## src/smartcard_status_pkg.sv

```systemverilog
package smartcard_status_pkg;

  // Register addresses on the plain register port.
  localparam logic [1:0] STATUS_ADDR = 2'h0;
  localparam logic [1:0] CONTROL_ADDR = 2'h1;

  // Status register bit positions.
  localparam int MP_TX_BIT = 0;
  localparam int MP_RX_BIT = 1;
  localparam int TX_END_BIT = 2;
  localparam int PARITY_BIT = 3;
  localparam int ERR_SIG_BIT = 4;
  localparam int OVERRUN_BIT = 5;
  localparam int RX_FULL_BIT = 6;
  localparam int TX_EMPTY_BIT = 7;

  // Lowest and highest status bits that are write-0-to-clear flags.
  localparam int FLAG_LO = 2;
  localparam int FLAG_HI = 7;

  // Control register bit positions.
  localparam int CTL_TX_EN_BIT = 0;
  localparam int CTL_EARLY_BIT = 1;
  localparam int CTL_BLOCK_BIT = 2;
  localparam int CTL_CARD_BIT = 3;

  // Reset values: transmit-empty and transmit-end start at one.
  localparam logic [7:0] STATUS_RESET = 8'h84;
  localparam logic [7:0] CONTROL_RESET = 8'h00;
  localparam logic [7:0] CONTROL_MASK = 8'h0F;

  // Transmit-end delays in half bit periods: 2.5, 1.5 and 1.0 etu.
  localparam logic [2:0] HALF_ETU_NORMAL = 3'h5;
  localparam logic [2:0] HALF_ETU_BLOCK = 3'h3;
  localparam logic [2:0] HALF_ETU_EARLY = 3'h2;

  // Early-end mode dominates block mode when choosing the delay.
  function automatic logic [2:0] end_delay(input logic early, input logic block);
    if (early) begin
      return HALF_ETU_EARLY;
    end else if (block) begin
      return HALF_ETU_BLOCK;
    end
    return HALF_ETU_NORMAL;
  endfunction : end_delay

endpackage : smartcard_status_pkg

```

## src/etu_delay.sv

```systemverilog
`timescale 1ns/1ps
`default_nettype none
module etu_delay
  import smartcard_status_pkg::*;
(
  // Clock and reset.
  input wire logic clk,
  input wire logic rst_n,
  // Control.
  input wire logic start,
  input wire logic cancel,
  input wire logic half_tick,
  input wire logic [2:0] target,
  // Result.
  output logic done
);

  logic busy_reg;
  logic [2:0] count_reg;
  logic [2:0] target_reg;
  logic [2:0] count_next;

  assign count_next = count_reg + 3'h1;

  // Busy window: a new start restarts the count, cancel abandons it.
  always_ff @(posedge clk or negedge rst_n) begin
    if (!rst_n) begin
      busy_reg <= 1'b0;
    end else if (cancel) begin
      busy_reg <= 1'b0;
    end else if (start) begin
      busy_reg <= 1'b1;
    end else if (busy_reg && half_tick && count_next == target_reg) begin
      busy_reg <= 1'b0;
    end
  end

  // Half bit periods counted since the end of the character.
  always_ff @(posedge clk or negedge rst_n) begin
    if (!rst_n) begin
      count_reg <= 3'h0;
      target_reg <= HALF_ETU_NORMAL;
    end else if (start) begin
      count_reg <= 3'h0;
      target_reg <= target;
    end else if (busy_reg && half_tick) begin
      count_reg <= count_next;
    end
  end

  // The done pulse is registered so the flag logic sees a clean one-cycle event.
  always_ff @(posedge clk or negedge rst_n) begin
    if (!rst_n) begin
      done <= 1'b0;
    end else begin
      done <= busy_reg && half_tick && !start && !cancel && count_next == target_reg;
    end
  end
endmodule : etu_delay
`default_nettype wire

```

## src/smartcard_status_flags.sv

```systemverilog
// Function
// - Overrun flag, bit 5, sets when a character completes while receive-full is one.
// - Error and end flags clear on writing 0 after reading 1; writing 1 ignored.
// - Error-signal flag, bit 4, sets on sampled low error signal; resets to 0.
// - Parity error flag, bit 3, sets on parity mismatch during reception; resets 0.
// - Transmit-end, bit 2, clears on writing 0 after reading 1, resets 1, set while transmit disabled and no error.
// - After a byte, transmit-end sets after delay if no error and transmit-empty.
// - Delay is 2.5 etu normally, 1.5 with block mode, 1.0 with early-end.
// - DMA or transfer-controller write to transmit data clears transmit-end.
// - Received multiprocessor bit, bit 1, unused, read-only, reads 0.
// - Smart card flag behaviour applies only when mode select is one.
// - Receive-full sets when a reception ends normally and data moves to receive register.
// - Transmit-empty sets on transfer to shift register or while transmit disabled.
`timescale 1ns/1ps
`default_nettype none
module smartcard_status_flags
  import smartcard_status_pkg::*;
(
  // Clock and reset.
  input wire logic MCLK,
  input wire logic RESET_N,
  // Register port.
  input wire logic [1:0] ADDR,
  input wire logic [7:0] WDATA,
  input wire logic WR,
  input wire logic RD,
  output logic [7:0] RDATA,
  // Receiver events.
  input wire logic RX_DONE,
  input wire logic RX_PARITY_BAD,
  input wire logic ERR_SIGNAL_LOW,
  // Transmitter events.
  input wire logic TX_LOAD,
  input wire logic TX_CHAR_END,
  input wire logic HALF_ETU_TICK,
  input wire logic DMA_TDR_WRITE,
  // Flags and controls toward the datapath.
  output logic TX_EMPTY,
  output logic RX_FULL,
  output logic TRANSMIT_END,
  output logic TRANSMIT_ENABLE,
  output logic SMARTCARD_MODE
);

  logic [7:0] status_reg;
  logic [7:0] status_next;
  logic [FLAG_HI:FLAG_LO] armed_reg;
  logic [7:0] control_reg;
  logic [7:0] set_vec;
  logic [7:0] clr_vec;
  logic status_wr;
  logic status_rd;
  logic tx_enable;
  logic card_mode;
  logic delay_done;
  logic overrun_seen_reg;

  assign status_wr = WR && ADDR == STATUS_ADDR;
  assign status_rd = RD && ADDR == STATUS_ADDR;
  assign tx_enable = control_reg[CTL_TX_EN_BIT];
  assign card_mode = control_reg[CTL_CARD_BIT];

  // Control register steers transmit enable, the delay modes and the mode select.
  always_ff @(posedge MCLK or negedge RESET_N) begin
    if (!RESET_N) begin
      control_reg <= CONTROL_RESET;
    end else if (WR && ADDR == CONTROL_ADDR) begin
      control_reg <= WDATA & CONTROL_MASK;
    end
  end

  // Transmit-end delay runs in half bit periods so 2.5 etu needs no fraction.
  etu_delay end_timer (
    .clk(MCLK),
    .rst_n(RESET_N),
    .start(TX_CHAR_END && card_mode),
    .cancel(!tx_enable),
    .half_tick(HALF_ETU_TICK),
    .target(end_delay(control_reg[CTL_EARLY_BIT], control_reg[CTL_BLOCK_BIT])),
    .done(delay_done)
  );

  // Hardware set conditions for each flag.
  always_comb begin
    set_vec = 8'h00;
    set_vec[OVERRUN_BIT] = RX_DONE && status_reg[RX_FULL_BIT];
    set_vec[PARITY_BIT] = RX_DONE && RX_PARITY_BAD;
    set_vec[ERR_SIG_BIT] = ERR_SIGNAL_LOW && card_mode;
    set_vec[RX_FULL_BIT] = RX_DONE && !RX_PARITY_BAD && !status_reg[RX_FULL_BIT];
    set_vec[TX_EMPTY_BIT] = TX_LOAD || !tx_enable;
    if (card_mode) begin
      set_vec[TX_END_BIT] = !status_reg[ERR_SIG_BIT]
        && ((!tx_enable) || (delay_done && status_reg[TX_EMPTY_BIT]));
    end else begin
      set_vec[TX_END_BIT] = !tx_enable || (TX_CHAR_END && status_reg[TX_EMPTY_BIT]);
    end
  end

  // Clears: software zero after a one was read, plus the transfer-controller write.
  always_comb begin
    clr_vec = 8'h00;
    for (int i = FLAG_LO; i <= FLAG_HI; i++) begin
      clr_vec[i] = status_wr && armed_reg[i] && !WDATA[i];
    end
    clr_vec[TX_END_BIT] = clr_vec[TX_END_BIT] || DMA_TDR_WRITE;
    clr_vec[TX_EMPTY_BIT] = clr_vec[TX_EMPTY_BIT] || DMA_TDR_WRITE;
  end

  // A set in the same cycle as a clear wins so no event is lost.
  always_comb begin
    status_next = status_reg;
    for (int i = FLAG_LO; i <= FLAG_HI; i++) begin
      status_next[i] = set_vec[i] || (status_reg[i] && !clr_vec[i]);
    end
    status_next[MP_RX_BIT] = 1'b0;
    if (status_wr) begin
      status_next[MP_TX_BIT] = WDATA[MP_TX_BIT];
    end
  end

  // The status register takes the merged next value on every edge.
  always_ff @(posedge MCLK or negedge RESET_N) begin
    if (!RESET_N) begin
      status_reg <= STATUS_RESET;
    end else begin
      status_reg <= status_next;
    end
  end

  // Remember which flags software has seen at one; a write consumes the memory.
  generate
    for (genvar g = FLAG_LO; g <= FLAG_HI; g++) begin : g_arm
      always_ff @(posedge MCLK or negedge RESET_N) begin
        if (!RESET_N) begin
          armed_reg[g] <= 1'b0;
        end else if (status_wr) begin
          armed_reg[g] <= 1'b0;
        end else if (status_rd && status_reg[g]) begin
          armed_reg[g] <= 1'b1;
        end else if (!status_reg[g]) begin
          armed_reg[g] <= 1'b0;
        end
      end
    end
  endgenerate

  // Read data stands only in the cycle after the read strobe; unmapped reads give zero.
  always_ff @(posedge MCLK or negedge RESET_N) begin
    if (!RESET_N) begin
      RDATA <= 8'h00;
    end else if (status_rd) begin
      RDATA <= status_reg;
    end else if (RD && ADDR == CONTROL_ADDR) begin
      RDATA <= control_reg;
    end else begin
      RDATA <= 8'h00;
    end
  end

  assign TX_EMPTY = status_reg[TX_EMPTY_BIT];
  assign RX_FULL = status_reg[RX_FULL_BIT];
  assign TRANSMIT_END = status_reg[TX_END_BIT];
  assign TRANSMIT_ENABLE = tx_enable;
  assign SMARTCARD_MODE = card_mode;

  // Checker memory of the overrun flag read as one since the last status write.
  // It is kept apart from the arming logic so the clear check does not trust it.
  always_ff @(posedge MCLK or negedge RESET_N) begin
    if (!RESET_N) begin
      overrun_seen_reg <= 1'b0;
    end else if (status_wr) begin
      overrun_seen_reg <= 1'b0;
    end else if (status_rd && status_reg[OVERRUN_BIT]) begin
      overrun_seen_reg <= 1'b1;
    end
  end
endmodule : smartcard_status_flags
`default_nettype wire

```

## config.mk

```make
export PLATFORM = sky130hd
export DESIGN_NAME = smartcard_status_flags
export DESIGN_NICKNAME = d
export VERILOG_FILES = /design/src/smartcard_status_pkg.sv /design/src/etu_delay.sv /design/src/smartcard_status_flags.sv
export SDC_FILE = /design/constraint.sdc
export NUM_CORES = 1
export LEC_CHECK = 0
export ABC_AREA = 1
export BUFFER_PORTS_ARGS = -buffer_cell sky130_fd_sc_hd__buf_2
export CAP_MARGIN = 5
export CORE_MARGIN = 2
export CORE_UTILIZATION = 25
export CTS_CLUSTER_DIAMETER = 40
export DETAILED_ROUTE_END_ITERATION = 8
export GPL_ROUTABILITY_DRIVEN = 0
export PLACE_DENSITY = 0.43
export SLEW_MARGIN = 20
export SYNTH_ARGS = -nofsm -noshare
export SYNTH_HDL_FRONTEND = slang
export SYNTH_SLANG_ARGS = --single-unit
```

## constraint.sdc

```tcl
create_clock -name MCLK -period 1.1 [get_ports MCLK]
set_input_delay 0.11 -clock MCLK [delete_from_list [all_inputs] [get_ports MCLK]]
set_output_delay 0.11 -clock MCLK [all_outputs]
set_load 0.03 [all_outputs]
```

==> flow_metrics.tcl, run 1 <==
set metrics [dict create \
    status "complete, but fails checks" \
    violations "negative setup slack" \
    p_sw_share_pct 29.5 \
    synth_area_leaders "dfrtp_1 53%, dfstp_2 7.7%, nand2_1 7.4%" \
    slew_violations 0 \
    drt_wl_total_mm 3.13 \
    cts_root_buffer "clkbuf_8" \
    drive_above_1_share_pct 33.0 \
    grt_first_pass_wirelength_mm 5.38 \
    leakage_nw 0.989 \
    fillerInstances 536 \
    postRouteAntennaNets 0 \
    use_met1_pct 15.0 \
    clk_pin_slew_ns 0.07 \
    fin_crit_sh_pct 114 \
    netlist_instances 146 \
    wl_per_cell_um 11.6 \
    vias 1118 \
    cts_tree "yes" \
    synth_area_per_cell_sq_um 9.32 \
    ys_ff_latch 33 \
    async_reset_ff_share_pct 100 \
    synth_top_cell_by_area "dfrtp_1" \
    antenna_found_initial 0 \
    vias_per_cell 4.14 \
    grt_use_total_pct 11.6 \
    largest_register_ffs 8 \
    hp-class "input pin to register" \
    drtIter0Drc 55 \
    busiest_layer "met2" \
    hold_viol_final 0 \
    rsz0062_at_grt "true" \
    die_h_um 77.8 \
    worstSetupPathType "register to register" \
    met3_usage_pct 3.60 \
    grt_start_max_net_pins 19 \
    drc_errors 0 \
    final_nets 221 \
    worstMarginPinSlew_ns 0.374 \
    clkPwrFrac_pct 30.7 \
    clockBufferDepth 2 \
    end_kind "register" \
    portBuffers 33 \
    clk_latency_ns 0.28 \
    core_sq_mm 0.00517 \
    io-pin-count 34 \
    combPwrFrac_pct 23.5 \
    start_kind "register" \
    detail_route.first_pass.iterations 4 \
    overflow 0 \
    pwr-share-seq_pct 45.8 \
    netlist_area_sq_mm 0.00136 \
    grt_pass1_vias 1169 \
    critPathMaxFanout 2 \
    critical_path_arrival_ns 1.45 \
    period_minus_slack_ns 1.25 \
    max_cap_viol_count 0 \
    ys_seq_area_share_pct 61.0 \
    finalSetupViolCount 2 \
    skew_ns 0.00266 \
    floorplan.die_area_sq_mm 0.00605 \
    vdd_drop_max_v 0.000625 \
    dp.cells 256 \
    p_switching_mw 0.966 \
    fin_hold_ws_ns 0.0371 \
    htree_levels 2 \
    numCtsBuffers 5 \
    ys_types 21 \
    instances_no_fill 270 \
    slew-limit-headroom_pct 75.0 \
    power_density_mw_per_mm2 1740 \
    fp-row-count 26 \
    syn_to_final_growth_pct 38.1 \
    fmax_ghz 0.798 \
    setup_slack_ns -0.153 \
    post-dp-hpwl_mm 2.36 \
    synth_edf_count 0 \
    intPower_mw 2.30 \
    die_w_um 77.8 \
    clock_sinks 33 \
    postSynthNetCount 168 \
    required_ns 1.30 \
    antennaDiodeCount 0 \
    yosysWarningCount 0 \
    grtUsageMet2_pct 17.9 \
    initial_utilization_pct 26.3 \
    synth_flop_cell "dfrtp_1" \
    synth_top_area_share_pct 53.3 \
]
layout make-up:
cell class | count | area, sq um | area share, %
clock buffer | 7 | 96.3 | 5.13
timing repair buffer | 46 | 309 | 16.4
inverter | 24 | 90.1 | 4.79
multi-input combinational | 89 | 459 | 24.4
sequential | 33 | 832 | 44.3
tap | 70 | 87.6 | 4.66
clock inverter | 1 | 5.00 | 0.266
stage by stage:
step                power [mW]  area, sq um  setup TNS, ns  util, %  setup slack (ns)
CTS                       3.23         1820         -0.276     35.2            -0.147
detailed placement        2.17         1680         -0.263     32.5            -0.131
global route              3.50         1880         -0.588     36.3            -0.271
global placement          2.16         1680         -0.157     32.5           -0.0939
floorplan                 1.91         1360         -0.158        -           -0.0936
finish                    3.27         1880         -0.267     36.3            -0.153
cells in the mapped netlist, types with 2 or more instances:
cell,n
a21oi_1,10
nand3_1,8
o21ai_1,2
inv_1,22
inv_2,2
o21ai_0,17
nand2_1,27
nor2_1,14
dfrtp_1,29
dfstp_2,4
cells by family after synthesis:
group,after synthesis,share of synthesized area (%)
AOI/OAI and AO/OA,32,12.4
xor gates and xnor gates,2,1.29
adders and majority gates,1,0.919
buffers and inverters,24,6.62
DFF,33,61.0
and+or+nand+nor,54,17.7
layout by cell type (no fill, tap or decap), drive strengths merged:
cell type,synthesis,layout
nor2,14,14
a21oi,10,10
nand3,8,8
o21bai,1,1
dfrtp,29,29
xnor2,1,1
nand3b,1,1
dfstp,4,4
clkinv,0,1
buf,0,44
clkbuf,0,7
a211oi,1,1
ha,1,1
o21ai,19,19
nand2,28,28
a22o,1,1
nor3b,1,1
inv,24,24
dlygate4sd3,0,2
xor2,1,1
nor3,2,2
power by group through the flow:
| stage | Combinational (mW) | Sequential [mW] | Clock [mW] |
|---|---|---|---|
| floorplan | 0.295 | 1.61 | 0 |
| global route | 0.875 | 1.52 | 1.11 |
| CTS | 0.703 | 1.49 | 1.04 |
| detailed placement | 0.661 | 1.51 | 0 |
| global placement | 0.649 | 1.51 | 0 |
| finish | 0.768 | 1.50 | 1.00 |
path summary, 6_finish.rpt:
| kind | start | end | slack [ns] | cells after the start |
|---|---|---|---|---|
| max in group asynchronous | RESET_N | status_reg[2] | 0.32 | 3 |
| min in group asynchronous | RESET_N | RDATA[2] | 0.28 | 2 |
| hold reg to reg | control_reg[1] | end_timer.target_reg[0] | 0.44 | 1 |
| setup reg to reg | end_timer.count_reg[1] | end_timer.done | -0.15 | 7 |
| setup / recovery | end_timer.count_reg[1] | end_timer.done | -0.15 | 7 |
| hold / removal | TX_LOAD | status_reg[7] | 0.04 | 3 |
metal layers:
layer  vias to the layer above  wire length, um
met5                         -                0
li1                        576                -
met1                       513             1450
met3                         4              171
met2                        25             1480
met4                         0               24
timing repair:
action	in CTS	in global routing
setup buffers	1	3
endpoints found under the setup margin	5	9
hold endpoints to repair	12	1
hold buffers	1	1
pin swaps	0	2
resized for setup	7	9
critical path, stage by stage (launching register included):
cell and delay, ns:
dfrtp_1 0.41, ha_4 0.28, inv_2 0.03, nand2_1 0.05
nand3_1 0.07, nor2_1 0.08, nand2_1 0.07, nor3_1 0.18
Power figures use the tool's default switching activity.
==> run 2, diff against run 1 <==
--- a/config.mk
+++ b/config.mk
@@ -9,11 +9,11 @@
 export BUFFER_PORTS_ARGS = -buffer_cell sky130_fd_sc_hd__buf_2
 export CAP_MARGIN = 5
 export CORE_MARGIN = 2
-export CORE_UTILIZATION = 25
+export CORE_UTILIZATION = 46
 export CTS_CLUSTER_DIAMETER = 40
 export DETAILED_ROUTE_END_ITERATION = 8
 export GPL_ROUTABILITY_DRIVEN = 0
-export PLACE_DENSITY = 0.43
+export PLACE_DENSITY = 0.71
 export SLEW_MARGIN = 20
 export SYNTH_ARGS = -nofsm -noshare
 export SYNTH_HDL_FRONTEND = slang
==> run 2 against run 1 <==
  * The run still ends with negative setup slack left
  * Sequential power is essentially flat
  * Register-to-register slack about the same
  * Non-clock buffer count is 2 lower
  * Count of clock-buffer cells in the layout rose by 1
  * Via count grew 3.8%
  * Cell count shrank 15%
  * Critical path depth unchanged
  * Routed wire length fell by 1.6%
  * Die area is 44% lower
  * Clock skew rose by 0.0090 ns
==> flow_metrics.tcl, run 2 (synthesis gave the netlist of run 1 again) <==
set metrics [dict create \
    antenna_found_initial 0 \
    path_cells "ha_4 -> inv_2 -> nand2_1 -> nand3_1 -> nor2_1 -> nand2_1 -> nor3_1" \
    vdd_drop_max_v 0.00110 \
    htree_levels 2 \
    power_density_mw_per_mm2 1660 \
    drtIter0Drc 46 \
    core_sq_mm 0.00278 \
    crit_slowest_cell "dfrtp_1" \
    vias_per_cell 5.07 \
    cpMostUsedCell "nand2_1" \
    hp-class "input pin to register" \
    worstMarginPinSlew_ns 0.329 \
    total_power_mw 2.96 \
    grt_start_max_net_pins 22 \
    overflow 0 \
    critPathMaxFanout 2 \
    grt_use_total_pct 20.4 \
    skew_ns 0.0116 \
    detail_route.first_pass.iterations 4 \
    layout_commonest_cell "buf_2" \
    rsz0062_at_grt "true" \
    initial_utilization_pct 48.9 \
    clk_latency_ns 0.32 \
    numCtsBuffers 5 \
    max_cap_viol_count 0 \
    fin_crit_sh_pct 114 \
    final_nets 219 \
    critical_path_arrival_ns 1.49 \
    clockBufferDepth 2 \
    critPathMaxStageDelay_ns 0.42 \
    die_h_um 58.4 \
    required_ns 1.34 \
    cts_root_buffer "clkbuf_4" \
    status "complete, but fails checks" \
    drt_wl_total_mm 3.08 \
    floorplan.die_area_sq_mm 0.00341 \
    io-pin-count 34 \
    grt_first_pass_wirelength_mm 5.09 \
    cts_tree "yes" \
    violations "negative setup slack" \
    slew_violations 0 \
    fin_tns_setup_ns -0.358 \
    finalSetupViolCount 6 \
    clk_pin_slew_ns 0.10 \
    syn_to_final_growth_pct 31.1 \
    hold_viol_final 0 \
    fillerInstances 229 \
    final_util_pct 64.1 \
    wl_per_cell_um 13.5 \
    period_minus_slack_ns 1.25 \
    slew-limit-headroom_pct 78.1 \
    dp_slack_ns -0.167 \
    vias 1161 \
    grt_pass1_vias 1183 \
    setup_slack_ns -0.150 \
    post-dp-hpwl_mm 2.21 \
    drive_above_1_share_pct 30.8 \
    largest_register_ffs 8 \
    clock_sinks 33 \
    fmax_ghz 0.800 \
    die_w_um 58.4 \
    leakage_nw 0.963 \
    worstSetupPathType "register to register" \
    final_cell_mix "29 x buf_2, 28 x dfrtp_1, 26 x nand2_1" \
    end_kind "register" \
    drc_errors 0 \
    antennaDiodeCount 0 \
    portBuffers 33 \
    postRouteAntennaNets 0 \
    fp-row-count 19 \
    start_kind "register" \
]
run 2: changes by cell type in the layout (fill, tap and decap cells not counted), sizes merged:
cell         previous run  this run
clkbuf                  7         8
clkinv                  1         0
dlygate4sd3             2         3
buf                    44        41
run 2: final cells by class:
type	count	area, sq um	area share [%]
Clock buffer	8	58.8	3.30
Inverter	24	90.1	5.05
Multi-Input combinational cell	89	464	26.0
Sequential cell	33	832	46.6
Tap cell	31	38.8	2.17
Timing Repair Buffer	44	300	16.8
run 2: per-stage QoR:
step	cells	instance area (sq um)	hold slack [ns]
2_1_floorplan	146	1360	-0.186
3_3_place_gp	215	1620	0.0181
3_5_place_dp	215	1620	0.0237
4_1_cts	229	1770	0.0102
5_1_grt	229	1780	0.0248
6_report	229	1780	0.0202
run 2: worst max-delay path: cells and delay by family (launching register included):
kind	cells	cell delay [ns]
and+or+nand+nor	5	0.43
adders and majority gates	1	0.28
DFF	1	0.42
buffers and inverters	1	0.04
run 2: metal layers:
| metal | vias up | global-route usage [%] | share of wire [%] |
|---|---|---|---|
| met5 | - | 0 | 0 |
| met4 | 0 | 10.3 | 1.8 |
| met3 | 7 | 4.62 | 4.8 |
| met2 | 36 | 34.7 | 50 |
| met1 | 550 | 24.1 | 43 |
| li1 | 568 | - | - |
run 2: path summary, 6_finish.rpt:
path	start	to	slack (ns)	cells after the start
max in group asynchronous	RESET_N	status_reg[4]	0.48	3
min in group asynchronous	RESET_N	end_timer.target_reg[1]	0.21	2
worst max-delay path	end_timer.count_reg[1]	end_timer.done	-0.15	7
worst max register to register	end_timer.count_reg[1]	end_timer.done	-0.15	7
worst min-delay path	ERR_SIGNAL_LOW	status_reg[4]	0.02	3
worst min register to register	control_reg[1]	end_timer.target_reg[0]	0.44	1
run 2: timing repair:
action	CTS	global route
buffers inserted	4	0
pin swaps	1	1
endpoints found under the hold margin	35	0
gates resized for setup	12	5
hold buffers	3	0
endpoints found under the setup margin	6	8
run 2: power by group:
group          total (mW)  internal (mW)  switching [mW]  leakage, nW
combinational       0.756          0.313           0.443        0.531
clock               0.699          0.315           0.383       0.0326
sequential           1.50           1.40          0.0992        0.400
total                2.96           2.03           0.925        0.963
==> run 3, diff against run 2 <==
--- a/config.mk
+++ b/config.mk
@@ -5,7 +5,6 @@
 export SDC_FILE = /design/constraint.sdc
 export NUM_CORES = 1
 export LEC_CHECK = 0
-export ABC_AREA = 1
 export BUFFER_PORTS_ARGS = -buffer_cell sky130_fd_sc_hd__buf_2
 export CAP_MARGIN = 5
 export CORE_MARGIN = 2
@@ -14,6 +13,7 @@
 export DETAILED_ROUTE_END_ITERATION = 8
 export GPL_ROUTABILITY_DRIVEN = 0
 export PLACE_DENSITY = 0.71
+export SKIP_CTS_REPAIR_TIMING = 1
 export SLEW_MARGIN = 20
 export SYNTH_ARGS = -nofsm -noshare
 export SYNTH_HDL_FRONTEND = slang
==> run 3 against run 2 <==
  * The flow finishes with violations (design-rule violations, negative setup slack)
  * Synthesized cell count fell by 24%
  * Setup slack lost 0.078 ns
  * First-iteration DRC count decreased by 43%
  * Die area rose by 1.3%
  * Power rose by 8.6%
  * Highest routed layer unchanged
==> flow_metrics.tcl, run 3 <==
set metrics [dict create \
    worstMarginPinSlew_ns 0.271 \
    grt_pass1_vias 1061 \
    clockBufferDepth 2 \
    final_cell_area_sq_mm 0.00184 \
    grtUsageMet2_pct 29.4 \
    hold_path_depth 3 \
    netlist_area_sq_mm 0.00138 \
    postRouteAntennaNets 0 \
    pwr-share-seq_pct 50.6 \
    end_kind "register" \
    synth_area_leaders "dfrtp_1 53%, dfstp_2 7.6%, o211a_1 4.4%" \
    detail_route.first_pass.iterations 6 \
    dpl_cell_area_sq_mm 0.00168 \
    critPathMaxFanout 2 \
    ys_seq_area_share_pct 60.2 \
    synth_flop_cell "dfrtp_1" \
    busiest_layer "met2" \
    reg2reg_from "end_timer.count_reg[0]" \
    io-pin-count 34 \
    reg2reg_depth 5 \
    intPower_mw 2.23 \
    critical_path.startpoint "end_timer.count_reg[0]" \
    hold_viol_final 0 \
    r2r_slack_ns -0.23 \
    grt_start_max_net_pins 34 \
    slew_violations 0 \
    drive_above_1_share_pct 43.3 \
    portBuffers 33 \
    clk_pin_slew_ns 0.10 \
    ys_ff_latch 33 \
    vias_per_cell 5.08 \
    die_h_um 58.8 \
    netlist_instances 111 \
    drc_errors 2 \
    required_ns 1.37 \
    syn_to_final_growth_pct 33.4 \
    setup_slack_ns -0.228 \
    worstSetupPathType "register to register" \
    drt_wl_total_mm 3.01 \
    violations "design-rule violations, negative setup slack" \
    combPwrFrac_pct 27.9 \
    synth_top_area_share_pct 52.6 \
    cts_root_buffer "clkbuf_4" \
    async_reset_ff_share_pct 100 \
    power_density_mw_per_mm2 1740 \
    core_sq_mm 0.00281 \
    synth_area_per_cell_sq_um 12.4 \
    leakage_nw 0.948 \
    rsz0062_at_grt "true" \
    clock_sinks 33 \
    skew_ns 0.00567 \
    slew-limit-headroom_pct 81.8 \
    antenna_found_initial 0 \
    ys_types 30 \
    vias 1026 \
    clkPwrFrac_pct 21.5 \
    critical_path_arrival_ns 1.60 \
    met3_usage_pct 5.49 \
    hp-class "input pin to register" \
    synthMuxAreaShare_pct 5.44 \
    fp-row-count 19 \
    synth_top_cell_by_area "dfrtp_1" \
    status "complete, but fails checks" \
    vdd_drop_max_v 0.00127 \
    yosys.area_share.simple_pct 15.7 \
    dp_slack_ns -0.228 \
    drtIter0Drc 26 \
    period_minus_slack_ns 1.33 \
    cts_tree "yes" \
    grt_use_total_pct 19.1 \
    largest_register_ffs 8 \
    start_kind "register" \
    fin_crit_sh_pct 121 \
    synth_edf_count 0 \
    synth.most_common_cell "dfrtp_1" \
    clk_latency_ns 0.32 \
    postSynthNetCount 133 \
    p_sw_share_pct 30.5 \
    antennaDiodeCount 0 \
    die_w_um 58.8 \
    critPathCapture "end_timer.done" \
    netlist_top_cells_count "29 x dfrtp_1, 10 x nor2_1, 9 x nand2_1, 7 x nand3b_1, 6 x o211a_1" \
    r2r_end "end_timer.done" \
    synth_compound_area_share_pct 11.5 \
    layout_commonest_cell "buf_2" \
    use_met1_pct 25.1 \
    overflow 0 \
    numCtsBuffers 5 \
    final_nets 192 \
    synth_top_family_by_area "simple AND/OR/NAND/NOR gates" \
    grt_first_pass_wirelength_mm 4.84 \
    initial_utilization_pct 49.2 \
    p_switching_mw 0.980 \
    synthXorXnorAreaFrac_pct 3.81 \
    max_cap_viol_count 0 \
    htree_levels 2 \
    post-dp-hpwl_mm 2.22 \
    yosysWarningCount 0 \
    final_cell_mix "29 x buf_2, 26 x dfrtp_1, 18 x buf_4" \
    floorplan.die_area_sq_mm 0.00345 \
    finalSetupViolCount 5 \
    fmax_ghz 0.753 \
    wl_per_cell_um 14.9 \
    synthAdderAreaFrac_pct 0.907 \
]
[run 3: critical path, stage by stage (launching register included)]
cell and delay [ns]:
dfrtp_1 0.40, buf_4 0.14, buf_4 0.13, xnor2_1 0.13, nor4_2 0.27, and3_1 0.20
[run 3: routing by layer]
metal / vias up / share of wire (%)
li1: 508 / -
met1: 485 / 44
met2: 28 / 49
met3: 5 / 4.9
met4: 0 / 1.7
met5: - / 0
[run 3: worst min-delay path by stage]
stage                     slack [ns]              to     start
after floorplan                -0.19        RDATA[0]   RESET_N
after global placement          0.08        RDATA[5]   RESET_N
after detailed placement        0.08        RDATA[6]   RESET_N
after CTS                      -0.29  end_timer.done   RESET_N
after global routing           0.008   status_reg[0]  WDATA[0]
final                          0.007   status_reg[0]  WDATA[0]
[run 3: stage by stage]
stage	util (%)	total power [mW]	TNS [ns]	instances	hold WS [ns]
5_1_grt	65.6	3.37	-0.776	202	0.00840
3_5_place_dp	60.0	2.41	-0.580	186	0.0787
4_1_cts	62.1	3.10	-0.938	194	-0.286
3_3_place_gp	60.0	2.37	-0.355	186	0.0756
6_report	65.6	3.21	-0.498	202	0.00680
2_1_floorplan	-	2.10	-0.343	111	-0.186
[run 3: cell type report]
class                   count  area (sq um)
flip-flops and latches     33           835
clock buffers               8          58.8
multi-input cells          73           524
fillers                   242           965
well taps                  31          38.8
inverters                   2          7.51
repair buffers             55           377
[run 3: cells by family (layout without fill, tap and decap cells)]
family,Yosys count,in the layout
and+or+nand+nor,40,40
DFF,33,33
AOI/OAI and AO/OA,19,19
muxes,7,7
xor gates and xnor gates,6,6
buffers and inverters,5,65
adders and majority gates,1,1
[run 3: power groups by stage]
stage	logic (mW)	clock network, mW	registers, mW
after CTS	0.782	0.707	1.61
after global routing	0.974	0.747	1.65
after detailed placement	0.778	0	1.64
after floorplan	0.371	0	1.73
after global placement	0.750	0	1.62
final	0.897	0.690	1.62
